## src/verilog/rph_pkg.sv

```systemverilog
// Constants, types and helper functions of the packet handling block
package rph_pkg;

  localparam logic [15:0] ADDR_FRAME_SIZE_LIMIT = 16'hdf02;
  localparam logic [15:0] ADDR_PACKET_CONTROL_PRIMARY = 16'hdf03;
  localparam logic [15:0] ADDR_PACKET_CONTROL_SECONDARY = 16'hdf04;
  localparam logic [15:0] ADDR_OWN_STATION = 16'hdf05;

  localparam logic [7:0] RST_FRAME_SIZE_LIMIT = 8'hff;
  localparam logic [7:0] RST_PACKET_CONTROL_PRIMARY = 8'h04;
  localparam logic [7:0] RST_PACKET_CONTROL_SECONDARY = 8'h45;
  localparam logic [7:0] RST_OWN_STATION = 8'h00;

  // Writable bits; the rest read as zero
  localparam logic [7:0] MASK_PACKET_CONTROL_PRIMARY = 8'he7;
  localparam logic [7:0] MASK_PACKET_CONTROL_SECONDARY = 8'h7f;

  localparam int PQ_THR_MSB = 7;
  localparam int PQ_THR_LSB = 5;
  localparam int STATUS_TRAILER_BIT = 2;
  localparam int ADDR_FILTER_MSB = 1;
  localparam int ADDR_FILTER_LSB = 0;
  localparam int SCRAMBLE_BIT = 6;
  localparam int FORMAT_MSB = 5;
  localparam int FORMAT_LSB = 4;
  localparam int LEGACY_CRC_BIT = 3;
  localparam int CRC_ENABLE_BIT = 2;
  localparam int LENGTH_MSB = 1;
  localparam int LENGTH_LSB = 0;

  localparam logic [4:0] PQ_MAX = 5'h1f;
  localparam logic [4:0] PQ_DEC = 5'h04;
  localparam logic [4:0] PQ_INC = 5'h01;

  localparam logic [7:0] BCAST_ZERO = 8'h00;
  localparam logic [7:0] BCAST_ONES = 8'hff;

  localparam logic [15:0] CRC_INIT = 16'hffff;
  localparam logic [15:0] CRC_POLY_NATIVE = 16'h8005;
  localparam logic [15:0] CRC_POLY_LEGACY = 16'h1021;
  localparam logic [8:0] PN9_SEED = 9'h1ff;

  typedef enum logic [1:0] {
    FMT_NORMAL = 2'h0,
    FMT_SERIAL_SYNC = 2'h1,
    FMT_PN9_TEST = 2'h2,
    FMT_ASYNC = 2'h3
  } rph_fmt_t;

  typedef enum logic [1:0] {
    LEN_FIXED = 2'h0,
    LEN_VARIABLE = 2'h1,
    LEN_INFINITE = 2'h2,
    LEN_RESERVED = 2'h3
  } rph_len_t;

  typedef enum logic [1:0] {
    AF_NONE = 2'h0,
    AF_NO_BCAST = 2'h1,
    AF_BCAST_ZERO = 2'h2,
    AF_BCAST_BOTH = 2'h3
  } rph_af_t;

  // MSB-first CRC-16 over one byte
  function automatic logic [15:0] rph_crc_byte(input logic [15:0] crc, input logic [7:0] data,
                                              input logic [15:0] poly);
    logic [15:0] c;
    c = crc;
    for (int i = 7; i >= 0; i--) begin
      c = (c[15] ^ data[i]) ? ({c[14:0], 1'b0} ^ poly) : {c[14:0], 1'b0};
    end
    return c;
  endfunction

  // PN9 (x^9 + x^5 + 1) advanced by eight steps
  function automatic logic [8:0] rph_pn9_step8(input logic [8:0] s);
    logic [8:0] v;
    v = s;
    for (int i = 0; i < 8; i++) begin
      v = {v[0] ^ v[5], v[8:1]};
    end
    return v;
  endfunction

endpackage

```

## src/verilog/rph_pq_if.sv

```systemverilog
// Interface between the framer and the preamble quality gate
`timescale 1ns/1ns
`default_nettype none
interface rph_pq_if;
  logic bit_valid;
  logic bit_value;
  logic [2:0] threshold;
  logic sync_raw;
  logic sync_accept;
  logic [4:0] quality;

  modport gate (input bit_valid, input bit_value, input threshold, input sync_raw,
                output sync_accept, output quality);
  modport user (output bit_valid, output bit_value, output threshold, output sync_raw,
                input sync_accept, input quality);
endinterface
`default_nettype wire

```

## src/verilog/rph_preamble_gate.sv

```systemverilog
// Preamble quality estimator gating sync word detection
`timescale 1ns/1ns
`default_nettype none
module rph_preamble_gate
  import rph_pkg::*;
(
  input wire logic clk,
  input wire logic srst,
  rph_pq_if.gate pq
);

  typedef struct packed {
    logic [4:0] q;
    logic prev;
    logic have_prev;
  } rph_pq_state_t;

  rph_pq_state_t st_ff;
  rph_pq_state_t nxt_st;

  always_comb begin
    nxt_st = st_ff;
    if (pq.bit_valid) begin
      nxt_st.prev = pq.bit_value;
      nxt_st.have_prev = 1'b1;
      if (st_ff.have_prev) begin
        if (pq.bit_value != st_ff.prev) begin
          nxt_st.q = (st_ff.q == PQ_MAX) ? PQ_MAX : st_ff.q + PQ_INC;
        end else begin
          nxt_st.q = (st_ff.q < PQ_DEC) ? 5'h00 : st_ff.q - PQ_DEC;
        end
      end
    end
  end

  always_ff @(posedge clk) begin
    if (srst) begin
      st_ff <= '0;
    end else begin
      st_ff <= nxt_st;
    end
  end

  // Threshold of zero lets every sync word through
  assign pq.sync_accept = pq.sync_raw && ((pq.threshold == 3'h0) || (st_ff.q >= {pq.threshold, 2'b00}));
  assign pq.quality = st_ff.q;

endmodule
`default_nettype wire

```

## src/verilog/rph_framer.sv

```systemverilog
// Packet framer: length, address filter, CRC, whitening, status trailer and data format select
`timescale 1ns/1ns
`default_nettype none
// Overview of operation
// - Fixed length: limit is exact payload length; resets 0xff.
// - Variable length: limit is largest allowed length.
// - Quality counter +1 on change, -4 on repeat, saturates 0..31.
// - Sync accepted at counter >= 4*threshold; zero accepts all.
// - Trailer enable appends RSSI byte and CRC-ok/LQI byte.
// - Address filter: none, exact, plus 0x00, plus 0x00 and 0xff.
// - Secondary bit 6 enables whitening, resets to one.
// - Format 00 uses the FIFOs.
// - Format 01 is serial synchronous.
// - Format 10 sends PN9 data; receives as normal.
// - Format 11 is transparent: tx from pin zero, rx mirrored out.
// - Legacy CRC bit selects the older polynomial.
// - Checksum enable makes CRC on transmit, checks on receive.
// - Length policy 00 is fixed length.
// - Length policy 01 takes length from first byte after sync.
// - Length policy 10 is infinite; 11 reserved.
// - Address filter compares with own station register, reset zero.
module rph_framer
  import rph_pkg::*;
(
  input wire logic clk,
  input wire logic srst,
  input wire logic [15:0] reg_addr,
  input wire logic reg_wr,
  input wire logic reg_rd,
  input wire logic [7:0] reg_wdata,
  output logic [7:0] reg_rdata,
  input wire logic rx_bit_valid,
  input wire logic rx_bit,
  input wire logic sync_raw,
  output logic sync_accept,
  output logic [4:0] preamble_quality,
  input wire logic rx_byte_valid,
  input wire logic [7:0] rx_byte,
  input wire logic [7:0] rssi,
  input wire logic [6:0] lqi,
  input wire logic link_abort,
  output logic rxf_valid,
  output logic [7:0] rxf_data,
  output logic rxf_discard,
  output logic rx_done,
  output logic rx_crc_ok,
  input wire logic tx_start,
  input wire logic txf_valid,
  input wire logic [7:0] txf_data,
  output logic txf_ready,
  output logic tx_byte_valid,
  output logic [7:0] tx_byte,
  input wire logic tx_byte_ready,
  output logic tx_done,
  output logic fifo_path_en,
  output logic serial_sync_en,
  output logic async_en,
  input wire logic general_out_zero,
  output logic async_tx_bit,
  output logic async_rx_out
);

  typedef enum logic [2:0] {RX_IDLE, RX_LEN, RX_ADDR, RX_PAY, RX_CRC_HI, RX_CRC_LO, RX_ST_RSSI, RX_ST_LQI} rph_rx_t;
  typedef enum logic [2:0] {TX_IDLE, TX_LEN, TX_PAY, TX_CRC_HI, TX_CRC_LO, TX_PN9} rph_tx_t;

  typedef struct packed {
    logic [7:0] limit;
    logic [7:0] ctl_pri;
    logic [7:0] ctl_sec;
    logic [7:0] station;
    logic [7:0] rd;
    rph_rx_t rx_st;
    logic [7:0] rcnt;
    logic [15:0] rcrc;
    logic [8:0] rwh;
    logic rv;
    logic [7:0] rdat;
    logic rdisc;
    logic rdone;
    logic crc_ok;
    rph_tx_t tx_st;
    logic [7:0] tcnt;
    logic [15:0] tcrc;
    logic [8:0] twh;
    logic [8:0] pn;
    logic tv;
    logic [7:0] tdat;
    logic tdone;
    logic pin_s1;
    logic pin_s2;
    logic arx;
  } rph_state_t;

  rph_state_t st_ff;
  rph_state_t nxt_st;

  rph_pq_if pq_bus ();

  rph_fmt_t fmt;
  rph_len_t len_pol;
  rph_af_t af;
  logic scramble_on;
  logic crc_on;
  logic trailer_on;
  logic infinite;
  logic [15:0] poly;
  logic [7:0] rx_plain;
  logic [15:0] rx_crc_upd;
  logic addr_pass;
  logic slot_free;
  logic [7:0] tx_raw;
  logic tx_emit;

  assign fmt = rph_fmt_t'(st_ff.ctl_sec[FORMAT_MSB:FORMAT_LSB]);
  assign len_pol = rph_len_t'(st_ff.ctl_sec[LENGTH_MSB:LENGTH_LSB]);
  assign af = rph_af_t'(st_ff.ctl_pri[ADDR_FILTER_MSB:ADDR_FILTER_LSB]);
  assign scramble_on = st_ff.ctl_sec[SCRAMBLE_BIT];
  assign crc_on = st_ff.ctl_sec[CRC_ENABLE_BIT];
  assign trailer_on = st_ff.ctl_pri[STATUS_TRAILER_BIT];
  // Reserved policy is run as fixed length rather than left undefined
  assign infinite = (len_pol == LEN_INFINITE);
  // Whitening stays under software control; no interlock against the legacy CRC bit
  assign poly = st_ff.ctl_sec[LEGACY_CRC_BIT] ? CRC_POLY_LEGACY : CRC_POLY_NATIVE;

  assign pq_bus.bit_valid = rx_bit_valid;
  assign pq_bus.bit_value = rx_bit;
  assign pq_bus.threshold = st_ff.ctl_pri[PQ_THR_MSB:PQ_THR_LSB];
  assign pq_bus.sync_raw = sync_raw;

  rph_preamble_gate u_gate (
    .clk(clk),
    .srst(srst),
    .pq(pq_bus)
  );

  assign rx_plain = rx_byte ^ (scramble_on ? st_ff.rwh[7:0] : 8'h00);
  assign rx_crc_upd = rph_crc_byte(st_ff.rcrc, rx_plain, poly);

  always_comb begin
    unique case (af)
      AF_NONE: addr_pass = 1'b1;
      AF_NO_BCAST: addr_pass = (rx_plain == st_ff.station);
      AF_BCAST_ZERO: addr_pass = (rx_plain == st_ff.station) || (rx_plain == BCAST_ZERO);
      AF_BCAST_BOTH: addr_pass = (rx_plain == st_ff.station) || (rx_plain == BCAST_ZERO)
                                 || (rx_plain == BCAST_ONES);
    endcase
  end

  assign slot_free = !st_ff.tv || tx_byte_ready;
  assign txf_ready = slot_free && ((st_ff.tx_st == TX_LEN) || (st_ff.tx_st == TX_PAY));
  assign tx_emit = txf_valid && txf_ready;
  assign tx_raw = txf_data;

  always_comb begin
    nxt_st = st_ff;
    nxt_st.rv = 1'b0;
    nxt_st.rdisc = 1'b0;
    nxt_st.rdone = 1'b0;
    nxt_st.tdone = 1'b0;

    // Register port; reads answer one cycle later
    if (reg_wr) begin
      unique case (reg_addr)
        ADDR_FRAME_SIZE_LIMIT: nxt_st.limit = reg_wdata;
        ADDR_PACKET_CONTROL_PRIMARY: nxt_st.ctl_pri = reg_wdata & MASK_PACKET_CONTROL_PRIMARY;
        ADDR_PACKET_CONTROL_SECONDARY: nxt_st.ctl_sec = reg_wdata & MASK_PACKET_CONTROL_SECONDARY;
        ADDR_OWN_STATION: nxt_st.station = reg_wdata;
        default: ;
      endcase
    end
    if (reg_rd) begin
      unique case (reg_addr)
        ADDR_FRAME_SIZE_LIMIT: nxt_st.rd = st_ff.limit;
        ADDR_PACKET_CONTROL_PRIMARY: nxt_st.rd = st_ff.ctl_pri;
        ADDR_PACKET_CONTROL_SECONDARY: nxt_st.rd = st_ff.ctl_sec;
        ADDR_OWN_STATION: nxt_st.rd = st_ff.station;
        default: nxt_st.rd = 8'h00;
      endcase
    end

    // Receive path, used by normal and PN9 formats
    if (rx_byte_valid && (st_ff.rx_st inside {RX_LEN, RX_ADDR, RX_PAY, RX_CRC_HI, RX_CRC_LO})) begin
      nxt_st.rwh = rph_pn9_step8(st_ff.rwh);
      if (crc_on) begin
        nxt_st.rcrc = rx_crc_upd;
      end
    end
    unique case (st_ff.rx_st)
      RX_IDLE: begin
        if (pq_bus.sync_accept && fifo_path_en) begin
          nxt_st.rcrc = CRC_INIT;
          nxt_st.rwh = PN9_SEED;
          nxt_st.crc_ok = 1'b0;
          nxt_st.rcnt = st_ff.limit;
          if (len_pol == LEN_VARIABLE) begin
            nxt_st.rx_st = RX_LEN;
          end else if (!infinite && (st_ff.limit == 8'h00)) begin
            nxt_st.rx_st = crc_on ? RX_CRC_HI : (trailer_on ? RX_ST_RSSI : RX_IDLE);
            nxt_st.rdone = !crc_on && !trailer_on;
          end else begin
            nxt_st.rx_st = (af != AF_NONE) ? RX_ADDR : RX_PAY;
          end
        end
      end
      RX_LEN: begin
        if (rx_byte_valid) begin
          nxt_st.rv = 1'b1;
          nxt_st.rdat = rx_plain;
          nxt_st.rcnt = rx_plain;
          if (rx_plain > st_ff.limit) begin
            nxt_st.rdisc = 1'b1;
            nxt_st.rx_st = RX_IDLE;
          end else if (rx_plain == 8'h00) begin
            nxt_st.rx_st = crc_on ? RX_CRC_HI : (trailer_on ? RX_ST_RSSI : RX_IDLE);
            nxt_st.rdone = !crc_on && !trailer_on;
          end else begin
            nxt_st.rx_st = (af != AF_NONE) ? RX_ADDR : RX_PAY;
          end
        end
      end
      RX_ADDR, RX_PAY: begin
        if (rx_byte_valid) begin
          nxt_st.rv = 1'b1;
          nxt_st.rdat = rx_plain;
          if (!infinite) begin
            nxt_st.rcnt = st_ff.rcnt - 8'h01;
          end
          if ((st_ff.rx_st == RX_ADDR) && !addr_pass) begin
            nxt_st.rv = 1'b0;
            nxt_st.rdisc = 1'b1;
            nxt_st.rx_st = RX_IDLE;
          end else if (!infinite && (st_ff.rcnt == 8'h01)) begin
            nxt_st.rx_st = crc_on ? RX_CRC_HI : (trailer_on ? RX_ST_RSSI : RX_IDLE);
            nxt_st.rdone = !crc_on && !trailer_on;
          end else begin
            nxt_st.rx_st = RX_PAY;
          end
        end
      end
      RX_CRC_HI: begin
        if (rx_byte_valid) begin
          nxt_st.rx_st = RX_CRC_LO;
        end
      end
      RX_CRC_LO: begin
        if (rx_byte_valid) begin
          // Running the received checksum through the register leaves zero on a good packet
          nxt_st.crc_ok = (rx_crc_upd == 16'h0000);
          nxt_st.rx_st = trailer_on ? RX_ST_RSSI : RX_IDLE;
          nxt_st.rdone = !trailer_on;
        end
      end
      RX_ST_RSSI: begin
        nxt_st.rv = 1'b1;
        nxt_st.rdat = rssi;
        nxt_st.rx_st = RX_ST_LQI;
      end
      RX_ST_LQI: begin
        nxt_st.rv = 1'b1;
        nxt_st.rdat = {st_ff.crc_ok, lqi};
        nxt_st.rdone = 1'b1;
        nxt_st.rx_st = RX_IDLE;
      end
    endcase
    if (link_abort && (st_ff.rx_st != RX_IDLE)) begin
      nxt_st.rv = 1'b0;
      nxt_st.rdone = 1'b0;
      nxt_st.rdisc = 1'b1;
      nxt_st.rx_st = RX_IDLE;
    end

    // Transmit path
    if (st_ff.tv && tx_byte_ready) begin
      nxt_st.tv = 1'b0;
    end
    unique case (st_ff.tx_st)
      TX_IDLE: begin
        if (tx_start) begin
          nxt_st.tcrc = CRC_INIT;
          nxt_st.twh = PN9_SEED;
          nxt_st.pn = PN9_SEED;
          nxt_st.tcnt = st_ff.limit;
          if (fmt == FMT_PN9_TEST) begin
            nxt_st.tx_st = TX_PN9;
          end else if (fmt == FMT_NORMAL) begin
            if (len_pol == LEN_VARIABLE) begin
              nxt_st.tx_st = TX_LEN;
            end else if (!infinite && (st_ff.limit == 8'h00)) begin
              nxt_st.tx_st = crc_on ? TX_CRC_HI : TX_IDLE;
              nxt_st.tdone = !crc_on;
            end else begin
              nxt_st.tx_st = TX_PAY;
            end
          end
        end
      end
      TX_LEN, TX_PAY: begin
        if (tx_emit) begin
          nxt_st.tv = 1'b1;
          nxt_st.tdat = tx_raw ^ (scramble_on ? st_ff.twh[7:0] : 8'h00);
          nxt_st.twh = rph_pn9_step8(st_ff.twh);
          nxt_st.tcrc = rph_crc_byte(st_ff.tcrc, tx_raw, poly);
          if (st_ff.tx_st == TX_LEN) begin
            nxt_st.tcnt = tx_raw;
          end else if (!infinite) begin
            nxt_st.tcnt = st_ff.tcnt - 8'h01;
          end
          if (((st_ff.tx_st == TX_LEN) && (tx_raw == 8'h00)) ||
              ((st_ff.tx_st == TX_PAY) && !infinite && (st_ff.tcnt == 8'h01))) begin
            nxt_st.tx_st = crc_on ? TX_CRC_HI : TX_IDLE;
            nxt_st.tdone = !crc_on;
          end else begin
            nxt_st.tx_st = TX_PAY;
          end
        end
      end
      TX_CRC_HI, TX_CRC_LO: begin
        if (slot_free) begin
          nxt_st.tv = 1'b1;
          nxt_st.tdat = ((st_ff.tx_st == TX_CRC_HI) ? st_ff.tcrc[15:8] : st_ff.tcrc[7:0])
                        ^ (scramble_on ? st_ff.twh[7:0] : 8'h00);
          nxt_st.twh = rph_pn9_step8(st_ff.twh);
          nxt_st.tx_st = (st_ff.tx_st == TX_CRC_HI) ? TX_CRC_LO : TX_IDLE;
          nxt_st.tdone = (st_ff.tx_st == TX_CRC_LO);
        end
      end
      TX_PN9: begin
        if (slot_free) begin
          nxt_st.tv = 1'b1;
          nxt_st.tdat = st_ff.pn[7:0];
          nxt_st.pn = rph_pn9_step8(st_ff.pn);
        end
      end
    endcase
    if (link_abort && (st_ff.tx_st != TX_IDLE)) begin
      nxt_st.tx_st = TX_IDLE;
      nxt_st.tdone = 1'b1;
    end

    // Transparent mode: pin sampled twice before use, rx bit mirrored out
    nxt_st.pin_s1 = general_out_zero;
    nxt_st.pin_s2 = st_ff.pin_s1;
    nxt_st.arx = async_en && rx_bit;
  end

  always_ff @(posedge clk) begin
    if (srst) begin
      st_ff <= '0;
      st_ff.limit <= RST_FRAME_SIZE_LIMIT;
      st_ff.ctl_pri <= RST_PACKET_CONTROL_PRIMARY;
      st_ff.ctl_sec <= RST_PACKET_CONTROL_SECONDARY;
      st_ff.station <= RST_OWN_STATION;
      st_ff.rx_st <= RX_IDLE;
      st_ff.tx_st <= TX_IDLE;
    end else begin
      st_ff <= nxt_st;
    end
  end

  assign reg_rdata = st_ff.rd;
  assign sync_accept = pq_bus.sync_accept;
  assign preamble_quality = pq_bus.quality;
  assign rxf_valid = st_ff.rv;
  assign rxf_data = st_ff.rdat;
  assign rxf_discard = st_ff.rdisc;
  assign rx_done = st_ff.rdone;
  assign rx_crc_ok = st_ff.crc_ok;
  assign tx_byte_valid = st_ff.tv;
  assign tx_byte = st_ff.tdat;
  assign tx_done = st_ff.tdone;
  assign fifo_path_en = (fmt == FMT_NORMAL) || (fmt == FMT_PN9_TEST);
  assign serial_sync_en = (fmt == FMT_SERIAL_SYNC);
  assign async_en = (fmt == FMT_ASYNC);
  assign async_tx_bit = async_en && st_ff.pin_s2;
  assign async_rx_out = st_ff.arx;

endmodule
`default_nettype wire

```

## config.mk

```make
export PLATFORM = sky130hd
export DESIGN_NAME = rph_framer
export DESIGN_NICKNAME = d
export VERILOG_FILES = /design/src/verilog/rph_pkg.sv /design/src/verilog/rph_pq_if.sv /design/src/verilog/rph_preamble_gate.sv /design/src/verilog/rph_framer.sv
export SDC_FILE = /design/constraint.sdc
export NUM_CORES = 1
export LEC_CHECK = 0
export BUFFER_PORTS_ARGS = -buffer_cell sky130_fd_sc_hd__buf_4
export CAP_MARGIN = 30
export CORE_ASPECT_RATIO = 2
export CORE_MARGIN = 2
export CORE_UTILIZATION = 60
export DETAILED_ROUTE_END_ITERATION = 6
export PLACE_DENSITY_LB_ADDON = 0.05
export SYNTH_ARGS = -nofsm -noshare
export SYNTH_HDL_FRONTEND = slang
export SYNTH_SLANG_ARGS = --single-unit
```

## constraint.sdc

```tcl
create_clock -name clk -period 3.45 [get_ports clk]
set_input_delay 0.5175 -clock clk [delete_from_list [all_inputs] [get_ports clk]]
set_output_delay 0.5175 -clock clk [all_outputs]
set_load 0.05 [all_outputs]
```

==> results.rst, run 1 <==
.. list-table::
   :header-rows: 1

   * - Metric
     - Value
   * - Status
     - completed
   * - Startpoint of the tightest hold check path
     - general_out_zero
   * - Cell depth of the worst hold path
     - 2
   * - Share of synthesized area spent on multiplexers
     - 0.0234
   * - Worst slew margin relative to its limit
     - 0.436
   * - Adder-cell area share of the yosys netlist
     - 0.0238
   * - Syn Nets
     - 1348
   * - Total CTS buffers
     - 17
   * - Clk slew on worst S/H paths
     - 0.07 ns
   * - # nets final
     - 1400
   * - Count of clock tree sinks
     - 150
   * - Largest driver fanout on the critical path
     - 7
   * - Number of placed instances with taps included
     - 1498
   * - Cell Area, Synth
     - 9980 µm²
   * - Cell taking the most area after synthesis
     - dfxtp_1
   * - Number of buffers inserted by hold repair at cts
     - 0
   * - Dominant combinational cell family by area after synthesis
     - simple AND/OR/NAND/NOR gates
   * - Filler Cell Count
     - 1418
   * - Post-DP HPWL
     - 21500 µm
   * - Total count of hold-check failures in the final report
     - 0
   * - Width of the chip
     - 95.2 µm
   * - Remaining antenna violation count after routing
     - 0
   * - List of cells traversed by the critical path
     - inv_1 > ha_1 > a21bo_2 > a21o_1 > a211oi_1 > nor2b_1 > buf_4
   * - Detailed-route wire length per cell
     - 19.3 µm
   * - Req. time, crit path
     - 2.93 ns
   * - Crit path max-delay family
     - compound AO/OA/AOI/OAI gates
   * - Final critical-path setup slack
     - 0.604 ns
   * - Total DRC errors in the routed layout
     - 0
   * - Number of vias in the routed layout
     - 9522
   * - Finish-stage setup viols
     - 0
   * - Placer congestion estimate
     - 0.999
   * - Via count of the first global-routing pass
     - 9171
   * - Destination of the worst register-to-register timing path
     - rx_crc_ok
   * - Primary flip-flop cell chosen by synthesis mapping
     - dfxtp_1
   * - Clock Root Buffer
     - clkbuf_16
   * - Number of buffers and inverters on the critical path
     - 2
   * - Maximum number of pins on one net before global-route repair
     - 96
   * - Slack of the worst reg-to-reg path
     - 0.61 ns
   * - Compound-gate portion of the synthesized area
     - 0.204
   * - Critical R2R Launch
     - scramble_on
   * - Total track usage
     - 0.337
   * - Measured slew at the worst slew-check pin
     - 0.844 ns
   * - Final setup skew
     - 0.0133 ns
   * - Worst min-delay path endpoint
     - nxt_st[1]
   * - Share of final-layout standard cells stronger than drive strength 1
     - 0.148
   * - Final period demand of the worst path
     - 2.85 ns
   * - DRT iter0 DRCs
     - 501
   * - Number of distinct library cells after synthesis
     - 70
   * - Wire length of the first global-routing pass
     - 46700 µm
   * - Crit share post-route
     - 0.825
   * - Element type at the critical path start
     - register
   * - Setup repair after global routing missed its margin
     - no
   * - Total wirelength of the detailed-routed design
     - 29400 µm
   * - Leakage Power
     - 4.60 nW
   * - Simple-gate share of the synthesized area
     - 0.215
   * - Endpoint arrival time on the critical path
     - 2.33 ns
   * - Count of antenna diodes in the layout
     - 0
   * - Via-to-Cell Ratio
     - 6.23
   * - Most frequent cell after synthesis
     - dfxtp_1
   * - Io pins
     - 110
   * - Clock latency on the worst-skew pair
     - 0.44 ns
   * - GRT overflow
     - 0
   * - Max-slew violation count
     - 0
   * - Die area
     - 17800 µm²
   * - Count of flip-flops with a built-in enable after synthesis
     - 0
   * - Hold crit path type
     - input pin to register
   * - Number of antenna violations at the first check in global routing
     - 0
   * - Vert. Die Dim
     - 186 µm
   * - Area post-placement
     - 10800 µm²
   * - Slowest cell on the critical path
     - dfxtp_1
   * - Number of instances in the synthesized netlist
     - 1261
   * - Peak VDD IR
     - 0.000801 V
   * - Share of synthesized area occupied by flip-flops and latches
     - 0.301
   * - Initial Utilization
     - 0.614
   * - Critical path endpoint category
     - primary output
   * - First-pass detailed-route iteration total
     - 5
   * - Highest clock rate
     - 0.351 GHz
   * - Max_cap viols
     - 0
   * - Final sum of negative setup slack
     - 0 ns
   * - Power density relative to cell area
     - 893 nW/µm²
   * - Standard-cell rows
     - 66
   * - Total number of yosys warnings
     - 0
   * - Count of state elements after synthesis
     - 150
   * - CP Class
     - register to primary output
   * - Area growth from synthesis to layout
     - 13.5%
   * - Fraction of the core area covered by cells at the end of the flow
     - 0.697
   * - Pre-CTS setup slack
     - 0.602 ns
   * - Final cell count without fillers
     - 1528
   * - Post-synthesis area per instance
     - 7.92 µm²
   * - H-tree depth
     - 4
   * - Clock tree from TritonCTS
     - built
   * - Synthesized-area fraction occupied by xor and xnor cells
     - 0.166
   * - Final instance area
     - 11300 µm²
   * - Leading post-synthesis cells by instance count
     - dfxtp_1, nor2_1, nand2_1
   * - Total core area
     - 16300 µm²
   * - Count of instances resized after the clock tree is built
     - 0
   * - Port Buf Inserts
     - 109
   * - FF-to-FF path depth
     - 9
   * - Peak per-stage delay on the critical path
     - 0.46 ns
   * - Post-CTS setup-driven buffer insertion count
     - 0
   * - CTS Buffer Depth
     - 2
   * - Top area cells in the synthesized netlist
     - dfxtp_1, xnor2_1, a21oi_1
   * - Share of synthesized registers carrying an async set or reset
     - 0
   * - Share of the synthesized area in the top cell type
     - 0.301
==> worst max path at each step <==
stage / to / slack (ns) / depth (start not counted) / from
2_1_floorplan: st_ff[100] / 0.48 / 11 / u_gate.pq.quality[2]
3_3_place_gp: st_ff[132] / 0.64 / 7 / reg_addr[3]
3_5_place_dp: rx_crc_ok / 0.60 / 8 / rx_byte[5]
4_1_cts: sync_accept / 0.60 / 7 / u_gate.pq.quality[2]
5_1_grt: rx_crc_ok / 0.37 / 9 / scramble_on
6_report: sync_accept / 0.60 / 7 / u_gate.pq.quality[2]
==> per-layer routing <==
layer	share of wire	track usage	vias up
met5	0	0	-
met4	0.081	0.255	0
met3	0.046	0.0513	123
met2	0.51	0.582	352
met1	0.36	0.354	4510
li1	-	-	4537
==> layout by cell type, fill, tap and decap left out, types with 4 or more instances in the layout <==
cell	instances
dfxtp_1	150
buf_4	140
nor2_1	132
nand2_1	120
a21oi_1	116
xnor2_1	77
xor2_1	58
nand3_1	45
a211oi_1	44
o21ai_0	42
nor3_1	41
a22oi_1	36
inv_1	33
mux2i_1	22
ha_1	19
clkbuf_16	17
a31oi_1	16
and3_1	15
nand2b_1	15
nor2b_1	13
nor4_1	12
and2_1	11
nand3b_1	11
xnor3_1	9
a311oi_1	9
o22ai_1	8
a21o_1	7
xnor2_2	7
a211o_1	5
nand4_1	5
a221oi_1	5
nor3b_1	4
or3_1	4
o21a_1	4
xor3_2	4
==> area by class of cell <==
cell class	count	area, µm²	share of cell area
multi-input combinational	970	6310	0.557
timing repair buffer	141	1070	0.0945
clock inverter	11	125	0.0110
sequential	150	3000	0.265
clock buffer	19	443	0.0391
tap	204	255	0.0225
inverter	33	124	0.0109
==> stage by stage <==
step	power [mW]	hold slack, ns
floorplan	7.07	0.414
global placement	8.11	0.429
detailed placement	8.20	0.436
CTS	10.1	0.290
global route	10.8	0.305
finish	10.1	0.292
==> where the power goes <==
group | internal, mW | switching, mW | total, mW | leakage (nW)
clock network | 1.08 | 0.759 | 1.84 | 0.276
registers | 2.16 | 0.587 | 2.75 | 1.23
logic | 2.47 | 3.06 | 5.53 | 3.09
total | 5.71 | 4.41 | 10.1 | 4.60
==> kinds of logic (layout without fill, tap and decap cells) <==
kind of cell | after synthesis | count (layout)
compound gates | 322 | 322
xor+xnor | 158 | 158
fa+ha+maj | 19 | 19
buf+inv | 141 | 204
flops | 150 | 150
mux | 23 | 23
simple gates | 448 | 448
==> worst reg2reg max path: cells and delay by family, from the launching register on <==
kind                   cells  cell delay [ns]
flip-flops                 1             0.49
AO/OA/AOI/OAI              1             0.17
AND/OR/NAND/NOR            2             0.39
XOR/XNOR                   4             1.11
buffers and inverters      1             0.22
multiplexers               1             0.41
==> state kept, by name, indices dropped and copies added (netlist names) <==
register           cells
rxf_data               8
pq_bus.threshold       3
len_pol                2
rxf_valid              1
rx_done                1
rx_crc_ok              1
rxf_discard            1
async_rx_out           1
fmt                    2
af                     2
tx_byte_valid          1
u_gate.pq.quality      5
u_gate.st_ff           2
reg_rdata              8
scramble_on            1
crc_on                 1
nxt_st                 1
tx_byte                8
st_ff                100
tx_done                1
Power figures use the tool's default switching activity.
==> inputs of run 2 (changes only) <==
Settings changed: CORE_UTILIZATION 60 to 54.
Clock period 3.45 ns to 2.4 ns, I/O delays scaled along.
==> run 2 against run 1 <==
- the flow now finishes with violations (negative setup slack)
- worst hold slack worse by 0.14 ns
- cell count up 7.5%
- clock-buffer cell count up 1
- power up 59%
- clock power up 52%
- sequential power up 38%
- combinational power up 72%
- register-to-register slack worse by 0.64 ns
- global-route usage down 0.76 points
- sequential share of layout area down 2.1 points
- critical path depth up 2
==> results.rst, run 2 (synthesis results as in run 1) <==
.. list-table::
   :header-rows: 1

   * - Metric
     - Value
   * - Highest clock rate
     - 0.412 GHz
   * - Element type at the critical path start
     - register
   * - Peak VDD IR
     - 0.00103 V
   * - Status
     - finished with violations
   * - Detailed-route wire length per cell
     - 19.8 µm
   * - List of cells traversed by the critical path
     - buf_4 > nand2_2 > xor3_2 > xor2_4 > nor2_1 > nor3_1 > xnor3_1 > nor4_2 > a31o_1
   * - Number of buffers inserted by hold repair at cts
     - 0
   * - Final instance area
     - 12400 µm²
   * - Wire length of the first global-routing pass
     - 50500 µm
   * - Width of the chip
     - 100 µm
   * - Max_cap viols
     - 0
   * - DRT iter0 DRCs
     - 660
   * - Critical path endpoint category
     - register
   * - First-pass detailed-route iteration total
     - 7
   * - Measured slew at the worst slew-check pin
     - 0.612 ns
   * - Clock Root Buffer
     - clkbuf_16
   * - Port Buf Inserts
     - 109
   * - H-tree depth
     - 4
   * - Fraction of the core area covered by cells at the end of the flow
     - 0.678
   * - Placer congestion estimate
     - 1.01
   * - # nets final
     - 1501
   * - Maximum number of pins on one net before global-route repair
     - 75
   * - Worst slew margin relative to its limit
     - 0.588
   * - Clock latency on the worst-skew pair
     - 0.43 ns
   * - Crit share post-route
     - 1.01
   * - Total wirelength of the detailed-routed design
     - 32500 µm
   * - Peak per-stage delay on the critical path
     - 0.38 ns
   * - Setup repair after global routing missed its margin
     - yes
   * - Standard-cell rows
     - 70
   * - Largest register FFs
     - 100
   * - Total count of hold-check failures in the final report
     - 0
   * - Power density relative to cell area
     - 1300 nW/µm²
   * - Count of clock tree sinks
     - 150
   * - Biggest register
     - st_ff
   * - Remaining antenna violation count after routing
     - 0
   * - GRT overflow
     - 0
   * - Leakage Power
     - 5.17 nW
   * - Area growth from synthesis to layout
     - 23.7%
   * - Die area
     - 19700 µm²
   * - Total DRC errors in the routed layout
     - 0
   * - CTS Buffer Depth
     - 2
   * - Vert. Die Dim
     - 196 µm
   * - Number of antenna violations at the first check in global routing
     - 0
   * - Count of antenna diodes in the layout
     - 0
   * - Number of vias in the routed layout
     - 9847
   * - Final critical-path setup slack
     - -0.0281 ns
   * - Via count of the first global-routing pass
     - 9743
   * - Req. time, crit path
     - 2.77 ns
   * - Final period demand of the worst path
     - 2.43 ns
   * - Finish-stage setup viols
     - 2
   * - Most common library cell in the layout ignoring fill and taps
     - buf_4
   * - Initial Utilization
     - 0.548
   * - Max-slew violation count
     - 0
   * - Via-to-Cell Ratio
     - 6.00
   * - Io pins
     - 110
   * - Total core area
     - 18200 µm²
   * - Area post-placement
     - 11600 µm²
   * - Largest driver fanout on the critical path
     - 10
   * - Endpoint arrival time on the critical path
     - 2.80 ns
   * - Total CTS buffers
     - 17
   * - Commonest non-fill, non-tap cells in the layout
     - buf_4, dfxtp_1, nor2_1, nand2_1, a21oi_1
   * - Total track usage
     - 0.330
   * - Share of final-layout standard cells stronger than drive strength 1
     - 0.229
   * - Violations in the final reports
     - negative setup slack
   * - Clock tree from TritonCTS
     - built
   * - Hold crit path type
     - input pin to register
   * - Slowest cell on the critical path
     - dfxtp_4
   * - Clk slew on worst S/H paths
     - 0.06 ns
   * - CP Class
     - register to register
   * - Final setup skew
     - 0.0134 ns
   * - Hold Worst Slack
     - 0.149 ns
   * - Post-DP HPWL
     - 24300 µm
run 2: stage by stage:
step                worst slack (ns)  TNS, ns  power [mW]  std cells
floorplan                    0.00172        0        10.2       1261
global placement              -0.121   -0.952        12.7       1609
detailed placement            -0.181    -1.52        12.8       1609
CTS                          0.00157        0        15.8       1641
global route                  -0.178   -0.910        17.1       1642
finish                       -0.0281  -0.0317        16.1       1642
run 2: where the power goes:
part	leakage, nW	total [mW]	switching [mW]	internal (mW)
clock network	0.291	2.79	1.13	1.66
registers	1.24	3.80	0.690	3.11
logic	3.64	9.50	4.99	4.52
total	5.17	16.1	6.80	9.29
run 2: final timing paths:
check | start | to | slack, ns | depth (start not counted)
worst max register to register | scramble_on | rx_crc_ok | -0.03 | 9
worst min register to register | nxt_st[1] | st_ff[1] | 0.44 | 1
worst min-delay path | general_out_zero | nxt_st[1] | 0.15 | 2
worst max-delay path | scramble_on | rx_crc_ok | -0.03 | 9
run 2: critical path: cells and delay by family (launching register included):
family	cells	cell delay, ns
compound gates	1	0.18
buf+inv	1	0.15
simple gates	4	0.73
flops	1	0.38
xor+xnor	3	0.93
run 2: layout make-up:
class / instances / area (µm²)
clock buffers: 20 / 447
multi-input cells: 970 / 6480
repair buffers: 242 / 1870
inverters: 33 / 124
fillers: 1585 / 5860
clock inverters: 11 / 148
flip-flops and latches: 150 / 3010
well taps: 216 / 270
run 2: metal layers:
layer / wire length (µm) / part of all wire / vias up / GRT usage
li1: - / - / 4738 / -
met3: 1330 / 0.041 / 113 / 0.0435
met5: 0 / 0 / - / 0
met2: 17600 / 0.54 / 357 / 0.612
met4: 2110 / 0.065 / 0 / 0.215
met1: 11500 / 0.35 / 4639 / 0.333
run 2: timing repair:
item	CTS	global route
endpoints found under the setup margin	18	21
setup buffers	1	1
pin swaps	1	7
gates resized for setup	14	24
endpoints found under the hold margin	0	0
